### src/hdl/rwp_params.svh
// constants for the reset sequencer and watchdog period register
`ifndef RWP_PARAMS_SVH
`define RWP_PARAMS_SVH
// register byte offsets (chosen, none printed)
`define RWP_OFF_PERIOD 8'h00
`define RWP_OFF_STATUS 8'h04
`define RWP_OFF_CTRL 8'h08
`define RWP_OFF_IRQ_STAT 8'h0c
`define RWP_OFF_IRQ_MASK 8'h10
// period select field
`define RWP_PERIOD_W 3
`define RWP_PERIOD_RST 3'h7
// status bits
`define RWP_ST_TIMEOUT 0
`define RWP_ST_POWERDOWN 1
`define RWP_ST_RUN 2
// control bits
`define RWP_CT_LV_EN 0
`define RWP_CT_XTAL 1
`define RWP_CT_LV_THR_LSB 4
`define RWP_CT_LV_THR_W 2
// interrupt event bits
`define RWP_EV_PIN 0
`define RWP_EV_LV 1
`define RWP_EV_WDT 2
`define RWP_EV_WAKE 3
`define RWP_EV_W 4
// timing
`define RWP_CLK_NS 8
`define RWP_RESET_DELAY_MS 50
`define RWP_RESET_DELAY_CYC ((`RWP_RESET_DELAY_MS * 1000000) / `RWP_CLK_NS)
`define RWP_SST_RC_CYC 8'd2
`define RWP_SST_XTAL_CYC 8'd128
`define RWP_LV_QUAL_NS 1000
`define RWP_LV_QUAL_CYC ((`RWP_LV_QUAL_NS + `RWP_CLK_NS - 1) / `RWP_CLK_NS)
`endif

### src/hdl/rwp_pkg.sv
// types for the reset sequencer
package rwp_pkg;
  typedef enum logic [2:0] {
    RWP_HOLD = 3'b000,
    RWP_DELAY = 3'b001,
    RWP_START = 3'b010,
    RWP_RUN = 3'b011
  } rwp_state_t;
  typedef enum logic [2:0] {
    RWP_SRC_NONE = 3'b000,
    RWP_SRC_POR = 3'b001,
    RWP_SRC_PIN = 3'b010,
    RWP_SRC_LV = 3'b011,
    RWP_SRC_WDT_RUN = 3'b100,
    RWP_SRC_WDT_SLEEP = 3'b101
  } rwp_src_t;
endpackage : rwp_pkg

### src/hdl/rwp_top.sv
// reset sequencer with watchdog period register and axi4-lite slave
//
// Design decisions made here: the address map and the AXI4-Lite slave port.
`timescale 1ns/1ps
`include "rwp_params.svh"
// Operation
// - period register upper five bits read zero
// - period code selects 2^(8+code) watchdog clocks
// - power-on clears program counter
// - power-on sets port data, direction ones
// - reset delay after pin release
// - pin reset clears program counter, restarts
// - pin reset keeps some registers unchanged
// - low-voltage reset enabled, threshold by config
// - low supply must persist qualification time
// - low-voltage reset equals pin reset
// - running watchdog timeout resets, sets timeout
// - sleep timeout clears pc, sp, sets timeout
// - start-up timer 2 rc, 128 crystal
// - five reset sources accepted
// - flags cleared on power-on, kept on pin
// - powerdown set by halt, cleared by clear
module rwp_top #(
  parameter int unsigned RESET_DELAY_CYC = `RWP_RESET_DELAY_CYC
) (
  // clocking
  input wire logic clk,
  input wire logic rst_b,
  input wire logic clk_en,
  // reset sources
  input wire logic ext_reset_pin_b,
  input wire logic supply_low,
  input wire logic wdt_overflow,
  input wire logic sleeping,
  input wire logic halt_exec,
  input wire logic wdt_clear_exec,
  // core reset controls
  output logic core_run,
  output logic pc_clear,
  output logic sp_clear,
  output logic full_reset,
  output logic port_preset,
  output logic [2:0] period_select,
  output logic [15:0] wdt_period_len,
  output logic timeout_flag,
  output logic powerdown_flag,
  output logic [1:0] lv_threshold,
  output logic irq,
  // axi4-lite slave
  input wire logic [7:0] s_awaddr,
  input wire logic s_awvalid,
  output logic s_awready,
  input wire logic [31:0] s_wdata,
  input wire logic [3:0] s_wstrb,
  input wire logic s_wvalid,
  output logic s_wready,
  output logic [1:0] s_bresp,
  output logic s_bvalid,
  input wire logic s_bready,
  input wire logic [7:0] s_araddr,
  input wire logic s_arvalid,
  output logic s_arready,
  output logic [31:0] s_rdata,
  output logic [1:0] s_rresp,
  output logic s_rvalid,
  input wire logic s_rready
);
  import rwp_pkg::*;

  typedef struct packed {
    rwp_state_t state;
    rwp_src_t last_src;
    logic por_done;
    logic [2:0] period;
    logic lv_en;
    logic xtal;
    logic [1:0] lv_thr;
    logic to_flag;
    logic pd_flag;
    logic [15:0] lv_cnt;
    logic [7:0] sst_cnt;
    logic pc_clr;
    logic sp_clr;
    logic full;
    logic ports;
    logic [3:0] istat;
    logic [3:0] imask;
    logic aw_got;
    logic [7:0] aw_addr;
    logic w_got;
    logic [31:0] w_data;
    logic [3:0] w_strb;
    logic bvalid;
    logic [1:0] bresp;
    logic rvalid;
    logic [31:0] rdata;
    logic [1:0] rresp;
  } rwp_st_t;

  rwp_st_t st, next_st;
  logic pin_sync;
  logic delay_done;
  logic delay_load;
  logic lv_qual;
  logic pin_low;

  // decode of a register address, reused by both channels
  function automatic logic rwp_mapped(input logic [7:0] a);
    rwp_mapped = (a == `RWP_OFF_PERIOD) || (a == `RWP_OFF_STATUS) ||
                 (a == `RWP_OFF_CTRL) || (a == `RWP_OFF_IRQ_STAT) ||
                 (a == `RWP_OFF_IRQ_MASK);
  endfunction : rwp_mapped

  // pin filtered through two flops so a glitch cannot release reset
  rwp_sync u_pin_sync (
    .clk(clk),
    .rst_b(rst_b),
    .clk_en(clk_en),
    .din(ext_reset_pin_b),
    .dout(pin_sync)
  );

  // reset delay counter, long count kept out of the struct
  rwp_counter u_delay (
    .clk(clk),
    .rst_b(rst_b),
    .clk_en(clk_en),
    .load(delay_load),
    .load_val(32'(RESET_DELAY_CYC)),
    .done(delay_done)
  );

  assign pin_low = !pin_sync;
  assign lv_qual = st.lv_en && supply_low && (st.lv_cnt >= 16'(`RWP_LV_QUAL_CYC));
  // reload on every hold cycle: a running timeout enters hold with the pin
  // high, and must still serve the whole delay from a fresh count
  assign delay_load = (st.state == RWP_HOLD);

  always_comb begin
    logic [3:0] ev;
    logic [31:0] wd;
    ev = 4'h0;
    wd = 32'h0;
    next_st = st;
    next_st.pc_clr = 1'b0;
    next_st.sp_clr = 1'b0;
    // low-supply persistence counter, short dips restart it
    if (st.lv_en && supply_low) begin
      if (st.lv_cnt < 16'(`RWP_LV_QUAL_CYC)) next_st.lv_cnt = st.lv_cnt + 16'h1;
    end else begin
      next_st.lv_cnt = 16'h0;
    end
    // set by halt, cleared by clear instruction; events below win
    if (wdt_clear_exec) next_st.pd_flag = 1'b0;
    if (halt_exec && st.state == RWP_RUN) next_st.pd_flag = 1'b1;
    // sequencer
    case (st.state)
      RWP_HOLD: begin
        next_st.full = 1'b1;
        next_st.pc_clr = 1'b1;
        next_st.sp_clr = 1'b1;
        if (!pin_low && !lv_qual) begin
          next_st.state = RWP_DELAY;
        end
      end
      RWP_DELAY: begin
        if (pin_low || lv_qual) begin
          next_st.state = RWP_HOLD;
        end else if (delay_done) begin
          next_st.state = RWP_START;
          next_st.por_done = 1'b1;
          next_st.ports = 1'b0;
          next_st.sst_cnt = st.xtal ? `RWP_SST_XTAL_CYC : `RWP_SST_RC_CYC;
        end
      end
      RWP_START: begin
        next_st.full = 1'b0;
        if (st.sst_cnt <= 8'h1) next_st.state = RWP_RUN;
        else next_st.sst_cnt = st.sst_cnt - 8'h1;
      end
      RWP_RUN: begin
        if (pin_low || lv_qual) begin
          next_st.state = RWP_HOLD;
          next_st.last_src = pin_low ? RWP_SRC_PIN : RWP_SRC_LV; // flags kept
          ev[pin_low ? `RWP_EV_PIN : `RWP_EV_LV] = 1'b1;
        end else if (wdt_overflow && !sleeping) begin
          next_st.state = RWP_HOLD;
          next_st.last_src = RWP_SRC_WDT_RUN;
          next_st.to_flag = 1'b1;
          next_st.period = `RWP_PERIOD_RST;
          ev[`RWP_EV_WDT] = 1'b1;
        end else if (wdt_overflow && sleeping) begin
          next_st.state = RWP_START;
          next_st.sst_cnt = st.xtal ? `RWP_SST_XTAL_CYC : `RWP_SST_RC_CYC;
          next_st.last_src = RWP_SRC_WDT_SLEEP;
          next_st.pc_clr = 1'b1;
          next_st.sp_clr = 1'b1;
          next_st.to_flag = 1'b1;
          next_st.pd_flag = 1'b1;
          ev[`RWP_EV_WAKE] = 1'b1;
        end
      end
      default: next_st.state = RWP_HOLD;
    endcase
    // full reset values for pin, low-voltage and running timeout, applied on
    // the entering edge so the core sees them in the cycle it stops
    if (next_st.state == RWP_HOLD && st.por_done) begin
      next_st.full = 1'b1;
      next_st.pc_clr = 1'b1;
      next_st.sp_clr = 1'b1;
      next_st.period = `RWP_PERIOD_RST;
      next_st.ports = 1'b1;
    end
    // write channel: take address and data in either order
    if (s_awvalid && !st.aw_got) begin
      next_st.aw_got = 1'b1;
      next_st.aw_addr = s_awaddr;
    end
    if (s_wvalid && !st.w_got) begin
      next_st.w_got = 1'b1;
      next_st.w_data = s_wdata;
      next_st.w_strb = s_wstrb;
    end
    if (st.aw_got && st.w_got && !st.bvalid) begin
      wd = st.w_data;
      next_st.aw_got = 1'b0;
      next_st.w_got = 1'b0;
      next_st.bvalid = 1'b1;
      next_st.bresp = rwp_mapped(st.aw_addr) ? 2'h0 : 2'h2;
      if (st.w_strb[0]) begin
        case (st.aw_addr)
          `RWP_OFF_PERIOD: next_st.period = wd[2:0];
          `RWP_OFF_CTRL: begin
            next_st.lv_en = wd[`RWP_CT_LV_EN];
            next_st.xtal = wd[`RWP_CT_XTAL];
            next_st.lv_thr = wd[`RWP_CT_LV_THR_LSB +: `RWP_CT_LV_THR_W];
          end
          `RWP_OFF_IRQ_STAT: next_st.istat = st.istat & ~wd[3:0];
          `RWP_OFF_IRQ_MASK: next_st.imask = wd[3:0];
          default: ;
        endcase
      end
    end
    if (st.bvalid && s_bready) next_st.bvalid = 1'b0;
    // new events set after any software clear, so set wins
    next_st.istat = next_st.istat | ev;
    // read channel
    if (s_arvalid && !st.rvalid) begin
      next_st.rvalid = 1'b1;
      next_st.rresp = rwp_mapped(s_araddr) ? 2'h0 : 2'h2;
      case (s_araddr)
        `RWP_OFF_PERIOD: next_st.rdata = {29'h0, st.period};
        // status also tells software which source caused the last reset
        `RWP_OFF_STATUS:
          next_st.rdata = {26'h0, st.last_src, st.state == RWP_RUN, st.pd_flag, st.to_flag};
        `RWP_OFF_CTRL: next_st.rdata = {26'h0, st.lv_thr, 2'h0, st.xtal, st.lv_en};
        `RWP_OFF_IRQ_STAT: next_st.rdata = {28'h0, st.istat};
        `RWP_OFF_IRQ_MASK: next_st.rdata = {28'h0, st.imask};
        default: next_st.rdata = 32'h0;
      endcase
    end else if (st.rvalid && s_rready) begin
      next_st.rvalid = 1'b0;
    end
  end

  // power-on: flags clear, ports high, period all ones
  always_ff @(posedge clk or negedge rst_b) begin
    if (!rst_b) begin
      st <= '0;
      st.state <= RWP_HOLD;
      st.last_src <= RWP_SRC_POR;
      st.period <= `RWP_PERIOD_RST;
      st.ports <= 1'b1;
      st.full <= 1'b1;
      st.pc_clr <= 1'b1;
      st.sp_clr <= 1'b1;
    end else if (clk_en) begin
      st <= next_st;
    end
  end

  // outputs
  assign core_run = (st.state == RWP_RUN);
  assign pc_clear = st.pc_clr;
  assign sp_clear = st.sp_clr;
  assign full_reset = st.full;
  assign port_preset = st.ports;
  assign period_select = st.period;
  assign wdt_period_len = 16'h100 << st.period;
  assign timeout_flag = st.to_flag;
  assign powerdown_flag = st.pd_flag;
  assign lv_threshold = st.lv_thr;
  assign irq = |(st.istat & st.imask);
  assign s_awready = !st.aw_got;
  assign s_wready = !st.w_got;
  assign s_bvalid = st.bvalid;
  assign s_bresp = st.bresp;
  assign s_arready = !st.rvalid;
  assign s_rvalid = st.rvalid;
  assign s_rdata = st.rdata;
  assign s_rresp = st.rresp;

  // checks
  period_zero_a: assert property (@(posedge clk) disable iff (!rst_b)
    s_rvalid && $past(s_araddr) == `RWP_OFF_PERIOD && $past(s_arvalid) && $rose(s_rvalid)
    |-> s_rdata[31:3] == 29'h0) else $error("period upper bits not zero");
  period_len_a: assert property (@(posedge clk) disable iff (!rst_b)
    wdt_period_len == (16'h100 << period_select)) else $error("period length wrong");
  pin_hold_a: assert property (@(posedge clk) disable iff (!rst_b)
    clk_en && core_run && !pin_sync |=> !core_run && pc_clear) else $error("pin reset missed");
  wdt_run_a: assert property (@(posedge clk) disable iff (!rst_b)
    clk_en && core_run && pin_sync && !lv_qual && wdt_overflow && !sleeping
    |=> timeout_flag && full_reset) else $error("running timeout wrong");
  wdt_sleep_a: assert property (@(posedge clk) disable iff (!rst_b)
    clk_en && core_run && pin_sync && !lv_qual && wdt_overflow && sleeping
    |=> timeout_flag && powerdown_flag && pc_clear && sp_clear && !full_reset)
    else $error("sleep timeout wrong");
  lv_short_a: assert property (@(posedge clk) disable iff (!rst_b)
    clk_en && !supply_low |=> !lv_qual)
    else $error("short low supply qualified");
  start_len_a: assert property (@(posedge clk) disable iff (!rst_b)
    clk_en && st.state == RWP_START && st.sst_cnt > 8'h1 |=> !core_run)
    else $error("start-up timer short");
  halt_pd_a: assert property (@(posedge clk) disable iff (!rst_b)
    clk_en && core_run && halt_exec && !wdt_overflow |=> powerdown_flag)
    else $error("powerdown not set");
  delay_gate_a: assert property (@(posedge clk) disable iff (!rst_b)
    st.state == RWP_DELAY && !delay_done |=> !core_run) else $error("delay skipped");
  // a running timeout must serve the delay too, not fall straight through
  wdt_delay_a: assert property (@(posedge clk) disable iff (!rst_b)
    clk_en && st.state == RWP_HOLD && !pin_low && !lv_qual |=> !delay_done)
    else $error("reset delay skipped");
  pin_ports_a: assert property (@(posedge clk) disable iff (!rst_b)
    clk_en && core_run && !pin_sync |=> port_preset && full_reset)
    else $error("ports not preset");
  // sleep wake keeps everything but pc, sp, flags, last source and wake event
  sleep_keep_a: assert property (@(posedge clk) disable iff (!rst_b)
    clk_en && core_run && pin_sync && !lv_qual && wdt_overflow && sleeping && !st.w_got
    |=> period_select == $past(period_select)) else $error("sleep wake touched period");
  irq_level_a: assert property (@(posedge clk) disable iff (!rst_b)
    clk_en && core_run && !pin_sync |=> st.istat[`RWP_EV_PIN]) else $error("pin event lost");
  run_c: cover property (@(posedge clk) disable iff (!rst_b) $rose(core_run));
  sleep_c: cover property (@(posedge clk) disable iff (!rst_b)
    core_run && wdt_overflow && sleeping);
  wdt_run_c: cover property (@(posedge clk) disable iff (!rst_b)
    core_run && wdt_overflow && !sleeping);
  pin_c: cover property (@(posedge clk) disable iff (!rst_b) core_run && !pin_sync);
  lv_c: cover property (@(posedge clk) disable iff (!rst_b) lv_qual);
endmodule : rwp_top

### src/hdl/rwp_sync.sv
// two-stage synchroniser with glitch filter on the second stage
`timescale 1ns/1ps
module rwp_sync (
  // clocking
  input wire logic clk,
  input wire logic rst_b,
  input wire logic clk_en,
  // level
  input wire logic din,
  output logic dout
);
  typedef struct packed {
    logic s1;
    logic s2;
    logic s3;
  } rwp_sync_st_t;
  rwp_sync_st_t st, next_st;
  // s1 only feeds s2; output is high only while s2 and s3 are both high
  always_comb begin
    next_st = st;
    next_st.s1 = din;
    next_st.s2 = st.s1;
    next_st.s3 = st.s2;
  end
  always_ff @(posedge clk or negedge rst_b) begin
    if (!rst_b) begin
      st <= '0;
    end else if (clk_en) begin
      st <= next_st;
    end
  end
  assign dout = st.s2 & st.s3;
endmodule : rwp_sync

### src/hdl/rwp_counter.sv
// loadable down counter with done flag
`timescale 1ns/1ps
module rwp_counter (
  // clocking
  input wire logic clk,
  input wire logic rst_b,
  input wire logic clk_en,
  // control
  input wire logic load,
  input wire logic [31:0] load_val,
  output logic done
);
  typedef struct packed {
    logic [31:0] cnt;
  } rwp_cnt_st_t;
  rwp_cnt_st_t st, next_st;
  // load wins over counting
  always_comb begin
    next_st = st;
    if (load) begin
      next_st.cnt = load_val;
    end else if (st.cnt != 32'h0) begin
      next_st.cnt = st.cnt - 32'h1;
    end
  end
  always_ff @(posedge clk or negedge rst_b) begin
    if (!rst_b) begin
      st <= '0;
    end else if (clk_en) begin
      st <= next_st;
    end
  end
  assign done = (st.cnt == 32'h0) && !load;
endmodule : rwp_counter

### config.mk
export PLATFORM = sky130hd
export DESIGN_NAME = rwp_top
export DESIGN_NICKNAME = d
export VERILOG_FILES = /design/src/hdl/rwp_pkg.sv /design/src/hdl/rwp_top.sv /design/src/hdl/rwp_sync.sv /design/src/hdl/rwp_counter.sv
export VERILOG_INCLUDE_DIRS = /design/src /design/src/hdl
export SDC_FILE = /design/constraint.sdc
export NUM_CORES = 1
export LEC_CHECK = 0
export ABC_AREA = 1
export BUFFER_PORTS_ARGS = -buffer_cell sky130_fd_sc_hd__clkbuf_2
export CAP_MARGIN = 0
export CORE_ASPECT_RATIO = 0.9
export CORE_UTILIZATION = 50
export CTS_BUF_LIST = sky130_fd_sc_hd__clkbuf_4 sky130_fd_sc_hd__clkbuf_8 sky130_fd_sc_hd__clkbuf_16
export CTS_CLUSTER_DIAMETER = 50
export DETAILED_ROUTE_END_ITERATION = 8
export PLACE_DENSITY = 0.84
export SKIP_CTS_REPAIR_TIMING = 1
export SLEW_MARGIN = 20
export SYNTH_ARGS = -nofsm -noshare
export SYNTH_HDL_FRONTEND = slang
export SYNTH_SLANG_ARGS = --single-unit
export TNS_END_PERCENT = 20
### constraint.sdc
create_clock -name clk -period 2.4 [get_ports clk]
set_input_delay 0.48 -clock clk [delete_from_list [all_inputs] [get_ports clk]]
set_output_delay 0.48 -clock clk [all_outputs]
set_load 0.02 [all_outputs]
==> out/summary.md, run 1 <==
## Outcome
- result of the run: completed

## Power
- total net switching power: 0.00231 W
- Logic pwr share: 22.7%
- Max VDD drop: 0.562 mV
- Pwr per Cell Area: 889 nW/um2
- Power Total: 0.00653 W
- Clk network pwr share: 38.3%
- sequential share of power: 39.0%
- leak pwr: 3.56 nW
- Sw Share: 35.3%
- Internal Power: 0.00423 W

## Die
- Initial Util: 52.3%
- Top-Level Pins: 136
- Vert. Die Dim: 110 um
- horizontal die dimension: 122 um
- number of placement rows: 38
- full die area: 13300 um2
- placeable core area: 12300 um2

## Setup path
- R2R Setup Slk: 0.17 ns
- launch point of the worst reg-to-reg path: u_delay.st[0]$_DFFE_PN0P_
- cell type group with the largest total delay on the critical path: simple AND/OR/NAND/NOR gates
- category of the critical setup timing path: reg -> reg
- total stage count of the critical path: 13
- startpoint class of the critical path: flop
- worst reg-to-reg path cell count: 13
- count of buffering cells on the critical path with inverters included: 2
- maximum net fanout on the critical path: 12
- critical path cell sequence: inv_1 > ha_2 > nand2_2 > nor2_4 > nand3_2 > nor2_4 > nor2_4 > inv_2 > nor2_2 > nand2_1 > nor2_1 > a21oi_1 > o21ai_0
- delay of the slowest cell on the worst path: 0.40 ns
- Critical Path End Type: flop
- CP required: 2.70 ns
- slowest stage cell on the critical path: dfrtp_1
- Reg2Reg Capture Point: u_delay.st[9]$_DFFE_PN0P_
- data arrival time of the critical path: 2.52 ns
- Most Frequent Cell on Critical Path: nor2_4

## Run
- Max Cap Violations: 0

## Global routing
- GR Util All Layers: 23.7%
- largest net degree at the start of global routing: 49
- wire length of the first global-routing pass: 24600 um
- overall overflow remaining after global route: 0
- initial antenna violation count: 0
- via count of the first global-routing pass: 5249

## Yosys
- post-synth cell types: 40
- register bit count reported by yosys: 113
- sequential cell area fraction in the yosys report: 44.1%
- Mapped Avg Cell Area: 7.86 um2
- share of flip-flops with an asynchronous set or reset: 100%
- Warnings, synthesis: 0
- dominant register cell in the synthesized netlist: dfrtp_1
- synth top area cells: dfrtp_1 41%, nand2_1 8.7%, nor2_1 6.8%
- post-synthesis instance area: 6440 um2
- most common cell in the synthesized netlist: nand2_1
- EDFF count, synth: 0
- library cell with the largest summed area after synthesis: dfrtp_1
- top cells by count, synth: 149 x nand2_1, 117 x nor2_1, 106 x dfrtp_1
- top-area cell type share of the netlist area: 41.2%
- count of mapped cells out of synthesis: 819

## Cells and area
- net count of the finished layout: 962
- layout-stage area growth over the synthesis result: 14.2%
- fraction of final layout cells with drive strength greater than 1: 18.1%
- antenna cells: 0
- total of fill cells in the finished design: 1054

## CTS
- depth of the CTS H-tree: 4
- clock latency on the worst-skew pair: 0.42 ns
- total clock buffers created by CTS: 17
- Clock transition at path regs: 0.06 ns
- buffer cell driving the clock tree root: clkbuf_16
- buffer levels on the longest clock path: 2
- Clock Sink Count: 113
- CTS tree: built

## Worst hold path
- kind of path behind the tightest hold check: in -> async

## Place
- hpwl dp: 10400 um
- Port Buffers: 70
- pre-CTS WS: 0.121 ns
- global placer's final weighted congestion: 0.864

## STA
- transition time of the tightest slew-check pin: 0.637 ns
- fin worst setup slack: 0.173 ns
- clock tree skew after final layout: 0.00535 ns
- Setup violations, final: 0
- Max Transition Viols Final: 0
- Slew Limit Headroom: 57.6%
- final critical-path share of the clock period: 92.8%
- post-route setup TNS: 0 ns
- Final min period: 2.23 ns
- fmax: 0.449 GHz
- final worst hold slack: 0.0924 ns
- Final Hold Vio Count: 0

## Route
- DRT Wirelength: 15100 um
- number of remaining DRC errors: 0
- vias after detailed routing: 5641
- number of iterations in the first detailed-routing pass: 7
- routed length per placed instance: 14.2 um
- detailed-route vias per instance: 5.31
- ANT nets after route: 0
- DRC violation total after the first TritonRoute iteration: 496

## cells in the final DEF, fill, tap and decap left out, types with 2 or more instances in the layout
cell type   instances
ha_1                5
buf_4               9
xnor2_1             4
a21oi_1            28
inv_1              96
inv_2               6
o21ai_1             5
dfstp_2             7
inv_8               2
o21ai_0            59
nor2_1            117
nor4_1              5
nand2_2             6
clkinvlp_4          2
clkbuf_16          17
o31ai_1            14
o21bai_1            4
dfrtp_1           106
nor2_4              4
a221oi_1            2
nand3b_1            6
mux2_2              7
clkbuf_2           69
conb_1             36
nand3_1            37
nand4_1            19
o31ai_2             3
nand2_1           149
nor3_1             22
inv_6               9
nor2_2             11
xor2_1             18
o22ai_1             3
nand3_2             3
## stage by stage
stage                     std cells  utilization, %  area [um2]
after floorplan                 854               -        6570
after global placement         1030            54.8        6750
after detailed placement       1030            54.8        6750
after CTS                      1062            59.6        7340
after global routing           1063            59.7        7350
final                          1063            59.7        7350
## flip-flops by register name, summed over array words and instances, names as in the netlist, 2 cells and up
register	count
u_delay.st	32
u_pin_sync.next_st	2
st	58
lv_threshold	2
period_select	3
s_rdata	6
## worst max path at each step
stage / start / to
after floorplan: u_delay.st[0]$_DFFE_PN0P_ / st[100]$_DFFE_PN0P_
after global placement: u_delay.st[0]$_DFFE_PN0P_ / u_delay.st[9]$_DFFE_PN0P_
after detailed placement: u_delay.st[0]$_DFFE_PN0P_ / u_delay.st[9]$_DFFE_PN0P_
after CTS: u_delay.st[0]$_DFFE_PN0P_ / u_delay.st[9]$_DFFE_PN0P_
after global routing: u_delay.st[0]$_DFFE_PN0P_ / st[103]$_DFFE_PN0P_
final: u_delay.st[0]$_DFFE_PN0P_ / u_delay.st[9]$_DFFE_PN0P_
## power groups by stage
stage	logic [W]	clock network [W]	registers [W]
floorplan	0.00115	0	0.00250
global placement	0.00141	0	0.00254
detailed placement	0.00145	0	0.00256
CTS	0.00147	0.00253	0.00254
global route	0.00166	0.00263	0.00259
finish	0.00148	0.00251	0.00255
## layer usage
metal  wire [um]  vias up  GRT usage (%)
met2        7230      239           38.6
met5           0        -              0
met1        6530     2645           31.0
met4         326        0           8.38
met3         979       34           5.86
li1            -     2723              -
## final cells by class
type                    instances  area [um2]  share of cell area, %
well taps                     160         200                   2.72
multi-input cells             577        2910                   39.6
inverters                     102         383                   5.21
flip-flops and latches        113        2840                   38.6
repair buffers                 79         433                   5.89
clock inverters                15         163                   2.21
clock buffers                  17         425                   5.79
## cell families (layout without fill, tap and decap cells)
family | count (synthesis) | count (layout) | share of synthesized area, %
xor gates and xnor gates | 22 | 22 | 2.99
AOI/OAI and AO/OA | 123 | 123 | 11.0
muxes | 7 | 7 | 1.22
DFF | 113 | 113 | 44.1
and+or+nand+nor | 382 | 383 | 26.5
buffers and inverters | 165 | 213 | 13.0
adders and majority gates | 6 | 6 | 1.17
other | 1 | 36 | 0.0583
Power figures use the tool's default switching activity.
==> run 2, diff against run 1 <==
--- a/config.mk
+++ b/config.mk
@@ -11,9 +11,9 @@
 export CAP_MARGIN = 0
 export CORE_ASPECT_RATIO = 0.9
-export CORE_UTILIZATION = 50
+export CORE_UTILIZATION = 40
 export CTS_BUF_LIST = sky130_fd_sc_hd__clkbuf_4 sky130_fd_sc_hd__clkbuf_8 sky130_fd_sc_hd__clkbuf_16
 export CTS_CLUSTER_DIAMETER = 50
 export DETAILED_ROUTE_END_ITERATION = 8
-export PLACE_DENSITY = 0.84
+export PLACE_DENSITY = 0.72
 export SKIP_CTS_REPAIR_TIMING = 1
 export SLEW_MARGIN = 20
==> constraint.sdc (replaced) <==
create_clock -name clk -period 2.4 [get_ports clk]
set_input_delay 0.48 -clock clk [delete_from_list [all_inputs] [get_ports clk]]
set_output_delay 0.48 -clock clk [all_outputs]
set_load 0.01 [all_outputs]
==> out/summary.md, run 2 (synthesis gave the netlist of run 1 again) <==
## Route
- DRC violation total after the first TritonRoute iteration: 405
- routed length per placed instance: 12.8 um
- number of remaining DRC errors: 0
- detailed-route vias per instance: 4.93
- vias after detailed routing: 5439
- number of iterations in the first detailed-routing pass: 5
- DRT Wirelength: 14100 um
- ANT nets after route: 0

## Die
- Initial Util: 41.4%
- number of placement rows: 43
- Vert. Die Dim: 122 um
- horizontal die dimension: 136 um
- full die area: 16600 um2
- Top-Level Pins: 136
- placeable core area: 15500 um2

## STA
- Final min period: 2.17 ns
- final worst hold slack: 0.0299 ns
- transition time of the tightest slew-check pin: 0.551 ns
- clock tree skew after final layout: 0.00579 ns
- post-route setup TNS: 0 ns
- final critical-path share of the clock period: 90.5%
- Final Hold Vio Count: 0
- fmax: 0.460 GHz
- unrepaired setup endpoints after global routing: false
- Setup violations, final: 0
- Slew Limit Headroom: 63.2%
- Max Transition Viols Final: 0

## Setup path
- maximum net fanout on the critical path: 13
- category of the critical setup timing path: reg -> reg
- CP required: 2.74 ns
- Critical Path End Type: flop
- startpoint class of the critical path: flop
- data arrival time of the critical path: 2.51 ns

## Run
- Max Cap Violations: 0

## CTS
- depth of the CTS H-tree: 4
- total clock buffers created by CTS: 17
- Clock Sink Count: 113
- CTS tree: built
- clock latency on the worst-skew pair: 0.42 ns
- buffer levels on the longest clock path: 2
- Clock transition at path regs: 0.06 ns
- buffer cell driving the clock tree root: clkbuf_16

## Power
- Sw Share: 33.9%
- sequential share of power: 39.6%
- Internal Power: 0.00423 W
- leak pwr: 3.56 nW
- total net switching power: 0.00217 W
- Clk network pwr share: 39.3%
- Max VDD drop: 0.590 mV
- Logic pwr share: 21.1%
- Power Total: 0.00640 W
- Pwr per Cell Area: 865 nW/um2

## Cells and area
- number of flip-flops under the largest register name: 58
- Largest Register: st
- fraction of final layout cells with drive strength greater than 1: 17.8%
- most frequent cells in the layout: 149 x nand2_1, 117 x nor2_1, 106 x dfrtp_1
- layout-stage area growth over the synthesis result: 15.0%
- commonest non-fill, non-tap cell in the layout: nand2_1
- final standard cell count with taps included and fillers excluded: 1103
- antenna cells: 0
- net count of the finished layout: 960
- post-layout util: 47.6%

## Place
- instance count after placement with tap cells included: 1071
- global placer's final weighted congestion: 0.903
- Port Buffers: 70
- hpwl dp: 10400 um

## Global routing
- GR Util All Layers: 18.2%
- wire length of the first global-routing pass: 23300 um
- initial antenna violation count: 0
- largest net degree at the start of global routing: 41
- overall overflow remaining after global route: 0
- via count of the first global-routing pass: 4859

## Outcome
- result of the run: completed

## Worst hold path
- kind of path behind the tightest hold check: in -> async

run 2: changes by cell type in the layout (fill, tap and decap cells not counted):
cell	previous run	this run
ha_2	1	0
clkinv_8	1	0
buf_4	9	7
inv_6	9	7
buf_12	1	2
inv_8	2	5
nor2_2	11	10
ha_1	5	6
run 2: worst paths after layout:
path	start	end	slack, ns	depth (start not counted)
worst max-delay path	u_delay.st[0]$_DFFE_PN0P_	st[96]$_DFFE_PN0P_	0.23	12
worst min-delay path	rst_b	u_delay.st[10]$_DFFE_PN0P_	0.03	1
worst max register to register	u_delay.st[0]$_DFFE_PN0P_	st[96]$_DFFE_PN0P_	0.23	12
worst min register to register	u_pin_sync.next_st[1]$_DFFE_PN0P_	u_pin_sync.next_st[1]$_DFFE_PN0P_	0.47	2
max in group asynchronous	rst_b	st[106]$_DFFE_PN0P_	1.71	2
min in group clk	ext_reset_pin_b	u_pin_sync.next_st[1]$_DFFE_PN0P_	0.26	3
run 2: power groups by stage:
stage                     clock [W]  combinational (W)  sequential (W)
final                       0.00251            0.00135         0.00254
after global routing        0.00265            0.00156         0.00259
after CTS                   0.00256            0.00136         0.00253
after detailed placement          0            0.00134         0.00256
after global placement            0            0.00132         0.00255
after floorplan                   0            0.00105         0.00249
run 2: through the flow:
step | cell area (um2) | worst slack, ns
final | 7400 | 0.228
after global routing | 7400 | 0.0310
after CTS | 7390 | 0.130
after detailed placement | 6810 | 0.173
after global placement | 6810 | 0.239
after floorplan | 6570 | 0.585
run 2: per-layer routing:
metal | GRT usage [%] | vias to the layer above | routed length (um)
met3 | 4.96 | 15 | 756
met2 | 27.4 | 142 | 6540
met1 | 24.9 | 2552 | 6570
met5 | 0 | - | 0
li1 | - | 2730 | -
met4 | 6.53 | 0 | 203
run 2: cell type report:
cell class              count  area, um2
inverters                 102        383
repair buffers             78        438
clock buffers              17        425
fillers                  1495       8150
flip-flops and latches    113       2840
clock inverters            15        163
multi-input cells         576       2900
well taps                 202        253
run 2: critical path, stage by stage, from the launching register on:
cell     delay [ns]
dfrtp_1        0.41
inv_1          0.11
ha_1           0.25
nand2_2        0.13
nor2_4         0.19
nand3_2        0.12
nor2_4         0.15
nor2_1         0.07
nor2_2         0.12
nand3_4        0.18
inv_1          0.17
nand3_1        0.10
o21ai_1        0.09
==> run 3, diff against run 2 <==
Settings changed: REMOVE_ABC_BUFFERS from default to 1.
==> out/summary.md, run 3 (synthesis gave the netlist of run 1 again) <==
## Power
- Sw Share: 31.6%
- Pwr per Cell Area: 871 nW/um2
- leak pwr: 3.57 nW
- sequential share of power: 39.3%
- Internal Power: 0.00442 W
- Logic pwr share: 20.9%
- total net switching power: 0.00204 W
- Clk network pwr share: 39.8%
- Max VDD drop: 0.522 mV

## Die
- horizontal die dimension: 136 um
- Top-Level Pins: 136
- Vert. Die Dim: 122 um
- number of placement rows: 43
- full die area: 16600 um2
- placeable core area: 15500 um2
- Initial Util: 41.4%

## CTS
- depth of the CTS H-tree: 4
- total clock buffers created by CTS: 17
- Clock transition at path regs: 0.05 ns
- buffer levels on the longest clock path: 2
- buffer cell driving the clock tree root: clkbuf_16
- Clock Sink Count: 113
- CTS tree: built
- clock latency on the worst-skew pair: 0.42 ns

## Setup path
- maximum net fanout on the critical path: 13
- slowest stage cell on the critical path: dfrtp_1
- launch point of the worst reg-to-reg path: u_delay.st[0]$_DFFE_PN0P_
- capturing element of the worst setup path: st[96]$_DFFE_PN0P_
- worst setup path startpoint: u_delay.st[0]$_DFFE_PN0P_
- category of the critical setup timing path: reg -> reg
- Reg2Reg Capture Point: st[96]$_DFFE_PN0P_
- worst reg-to-reg path cell count: 12
- data arrival time of the critical path: 2.53 ns
- delay of the slowest cell on the worst path: 0.41 ns
- total stage count of the critical path: 12
- cell type group with the largest total delay on the critical path: simple AND/OR/NAND/NOR gates
- Critical Path End Type: flop
- critical path cell sequence: inv_1 > ha_1 > nand2_2 > nor2_4 > nand3_2 > nor2_4 > nor2_1 > nor2_2 > nand3_4 > inv_1 > nand3_1 > o21ai_1
- startpoint class of the critical path: flop
- count of buffering cells on the critical path with inverters included: 2
- CP required: 2.74 ns
- R2R Setup Slk: 0.21 ns

## STA
- Final Hold Vio Count: 0
- Max Transition Viols Final: 0
- final critical-path share of the clock period: 91.3%
- Slew Limit Headroom: 61.2%
- unrepaired setup endpoints after global routing: true
- Final min period: 2.19 ns
- post-route setup TNS: 0 ns
- final worst hold slack: 0.0349 ns
- Setup violations, final: 0
- clock tree skew after final layout: 0.00939 ns
- fmax: 0.456 GHz
- transition time of the tightest slew-check pin: 0.581 ns

## Route
- number of remaining DRC errors: 0
- DRT Wirelength: 14700 um
- detailed-route vias per instance: 4.98
- DRC violation total after the first TritonRoute iteration: 395
- number of iterations in the first detailed-routing pass: 5
- ANT nets after route: 0
- vias after detailed routing: 5498
- routed length per placed instance: 13.3 um

## Cells and area
- post-route design area: 7410 um2
- Largest Register: st
- fraction of final layout cells with drive strength greater than 1: 17.8%
- layout-stage area growth over the synthesis result: 15.2%
- commonest non-fill, non-tap cell in the layout: nand2_1
- number of flip-flops under the largest register name: 58
- most frequent cells in the layout: 149 x nand2_1, 117 x nor2_1, 106 x dfrtp_1
- net count of the finished layout: 961
- antenna cells: 0

## Place
- global placer's final weighted congestion: 0.916
- Port Buffers: 70
- post-place instance area: 6790 um2
- hpwl dp: 10900 um

## Global routing
- wire length of the first global-routing pass: 24300 um
- via count of the first global-routing pass: 5168
- overall overflow remaining after global route: 0
- largest net degree at the start of global routing: 39
- initial antenna violation count: 0
- GR Util All Layers: 18.8%

## Outcome
- result of the run: completed

## Worst hold path
- kind of path behind the tightest hold check: in -> async

## Run
- Max Cap Violations: 0

-- run 3: cell types whose count changed in the layout (fill, tap and decap cells not counted), sizes merged --
cell / previous run / this run
bufinv: 1 / 3
nor2: 131 / 132
clkinv: 0 / 6
inv: 114 / 104
clkbuf: 86 / 88
-- run 3: metrics by stage --
step	power, W	cells	worst slack (ns)	utilization, %
2_1_floorplan	0.00343	791	0.269	-
3_3_place_gp	0.00386	1071	0.208	43.7
3_5_place_dp	0.00390	1071	0.138	43.7
4_1_cts	0.00650	1103	0.116	47.6
5_1_grt	0.00682	1104	-0.0567	47.7
6_report	0.00646	1104	0.209	47.7
-- run 3: worst min path at each step --
| stage | startpoint | to | slack (ns) | cells past startpoint |
|---|---|---|---|---|
| detailed placement | s_rdata[2]$_DFFE_PN0P_ | s_rdata[2]$_DFFE_PN0P_ | 0.47 | 2 |
| global route | rst_b | u_delay.st[17]$_DFFE_PN0P_ | 0.07 | 1 |
| global placement | u_pin_sync.next_st[1]$_DFFE_PN0P_ | u_pin_sync.next_st[1]$_DFFE_PN0P_ | 0.46 | 2 |
| CTS | rst_b | u_delay.st[17]$_DFFE_PN0P_ | 0.04 | 1 |
| finish | rst_b | u_delay.st[17]$_DFFE_PN0P_ | 0.03 | 1 |
| floorplan | rst_b | lv_threshold[0]$_DFFE_PN0P_ | 0.18 | 0 |
-- run 3: worst register-to-register path, delay by kind of cell (launching register included) --
kind                       cells  cell delay, ns
and+or+nand+nor                8            1.12
buffers and inverters          2            0.28
DFF                            1            0.41
adders and majority gates      1            0.23
AOI/OAI and AO/OA              1            0.09
-- run 3: area by class of cell --
| class | count | area, um2 |
|---|---|---|
| clock inverter | 13 | 160 |
| tap | 202 | 253 |
| clock buffer | 19 | 447 |
| timing repair buffer | 78 | 425 |
| sequential | 113 | 2840 |
| fill | 1492 | 8140 |
| multi-input combinational | 577 | 2910 |
| inverter | 102 | 383 |
-- run 3: metal layers --
metal	part of all wire [%]	wire length [um]	GRT usage (%)
met3	4.7	685	3.88
met2	45	6660	28.0
met4	1.7	245	7.72
met5	0	0	0
met1	48	7110	26.4
-- run 3: power groups by stage --
| stage | sequential (W) | combinational, W | clock [W] |
|---|---|---|---|
| after floorplan | 0.00251 | 0.000921 | 0 |
| after global placement | 0.00255 | 0.00131 | 0 |
| after detailed placement | 0.00256 | 0.00134 | 0 |
| after CTS | 0.00253 | 0.00135 | 0.00262 |
| after global routing | 0.00258 | 0.00154 | 0.00270 |
| final | 0.00254 | 0.00135 | 0.00257 |
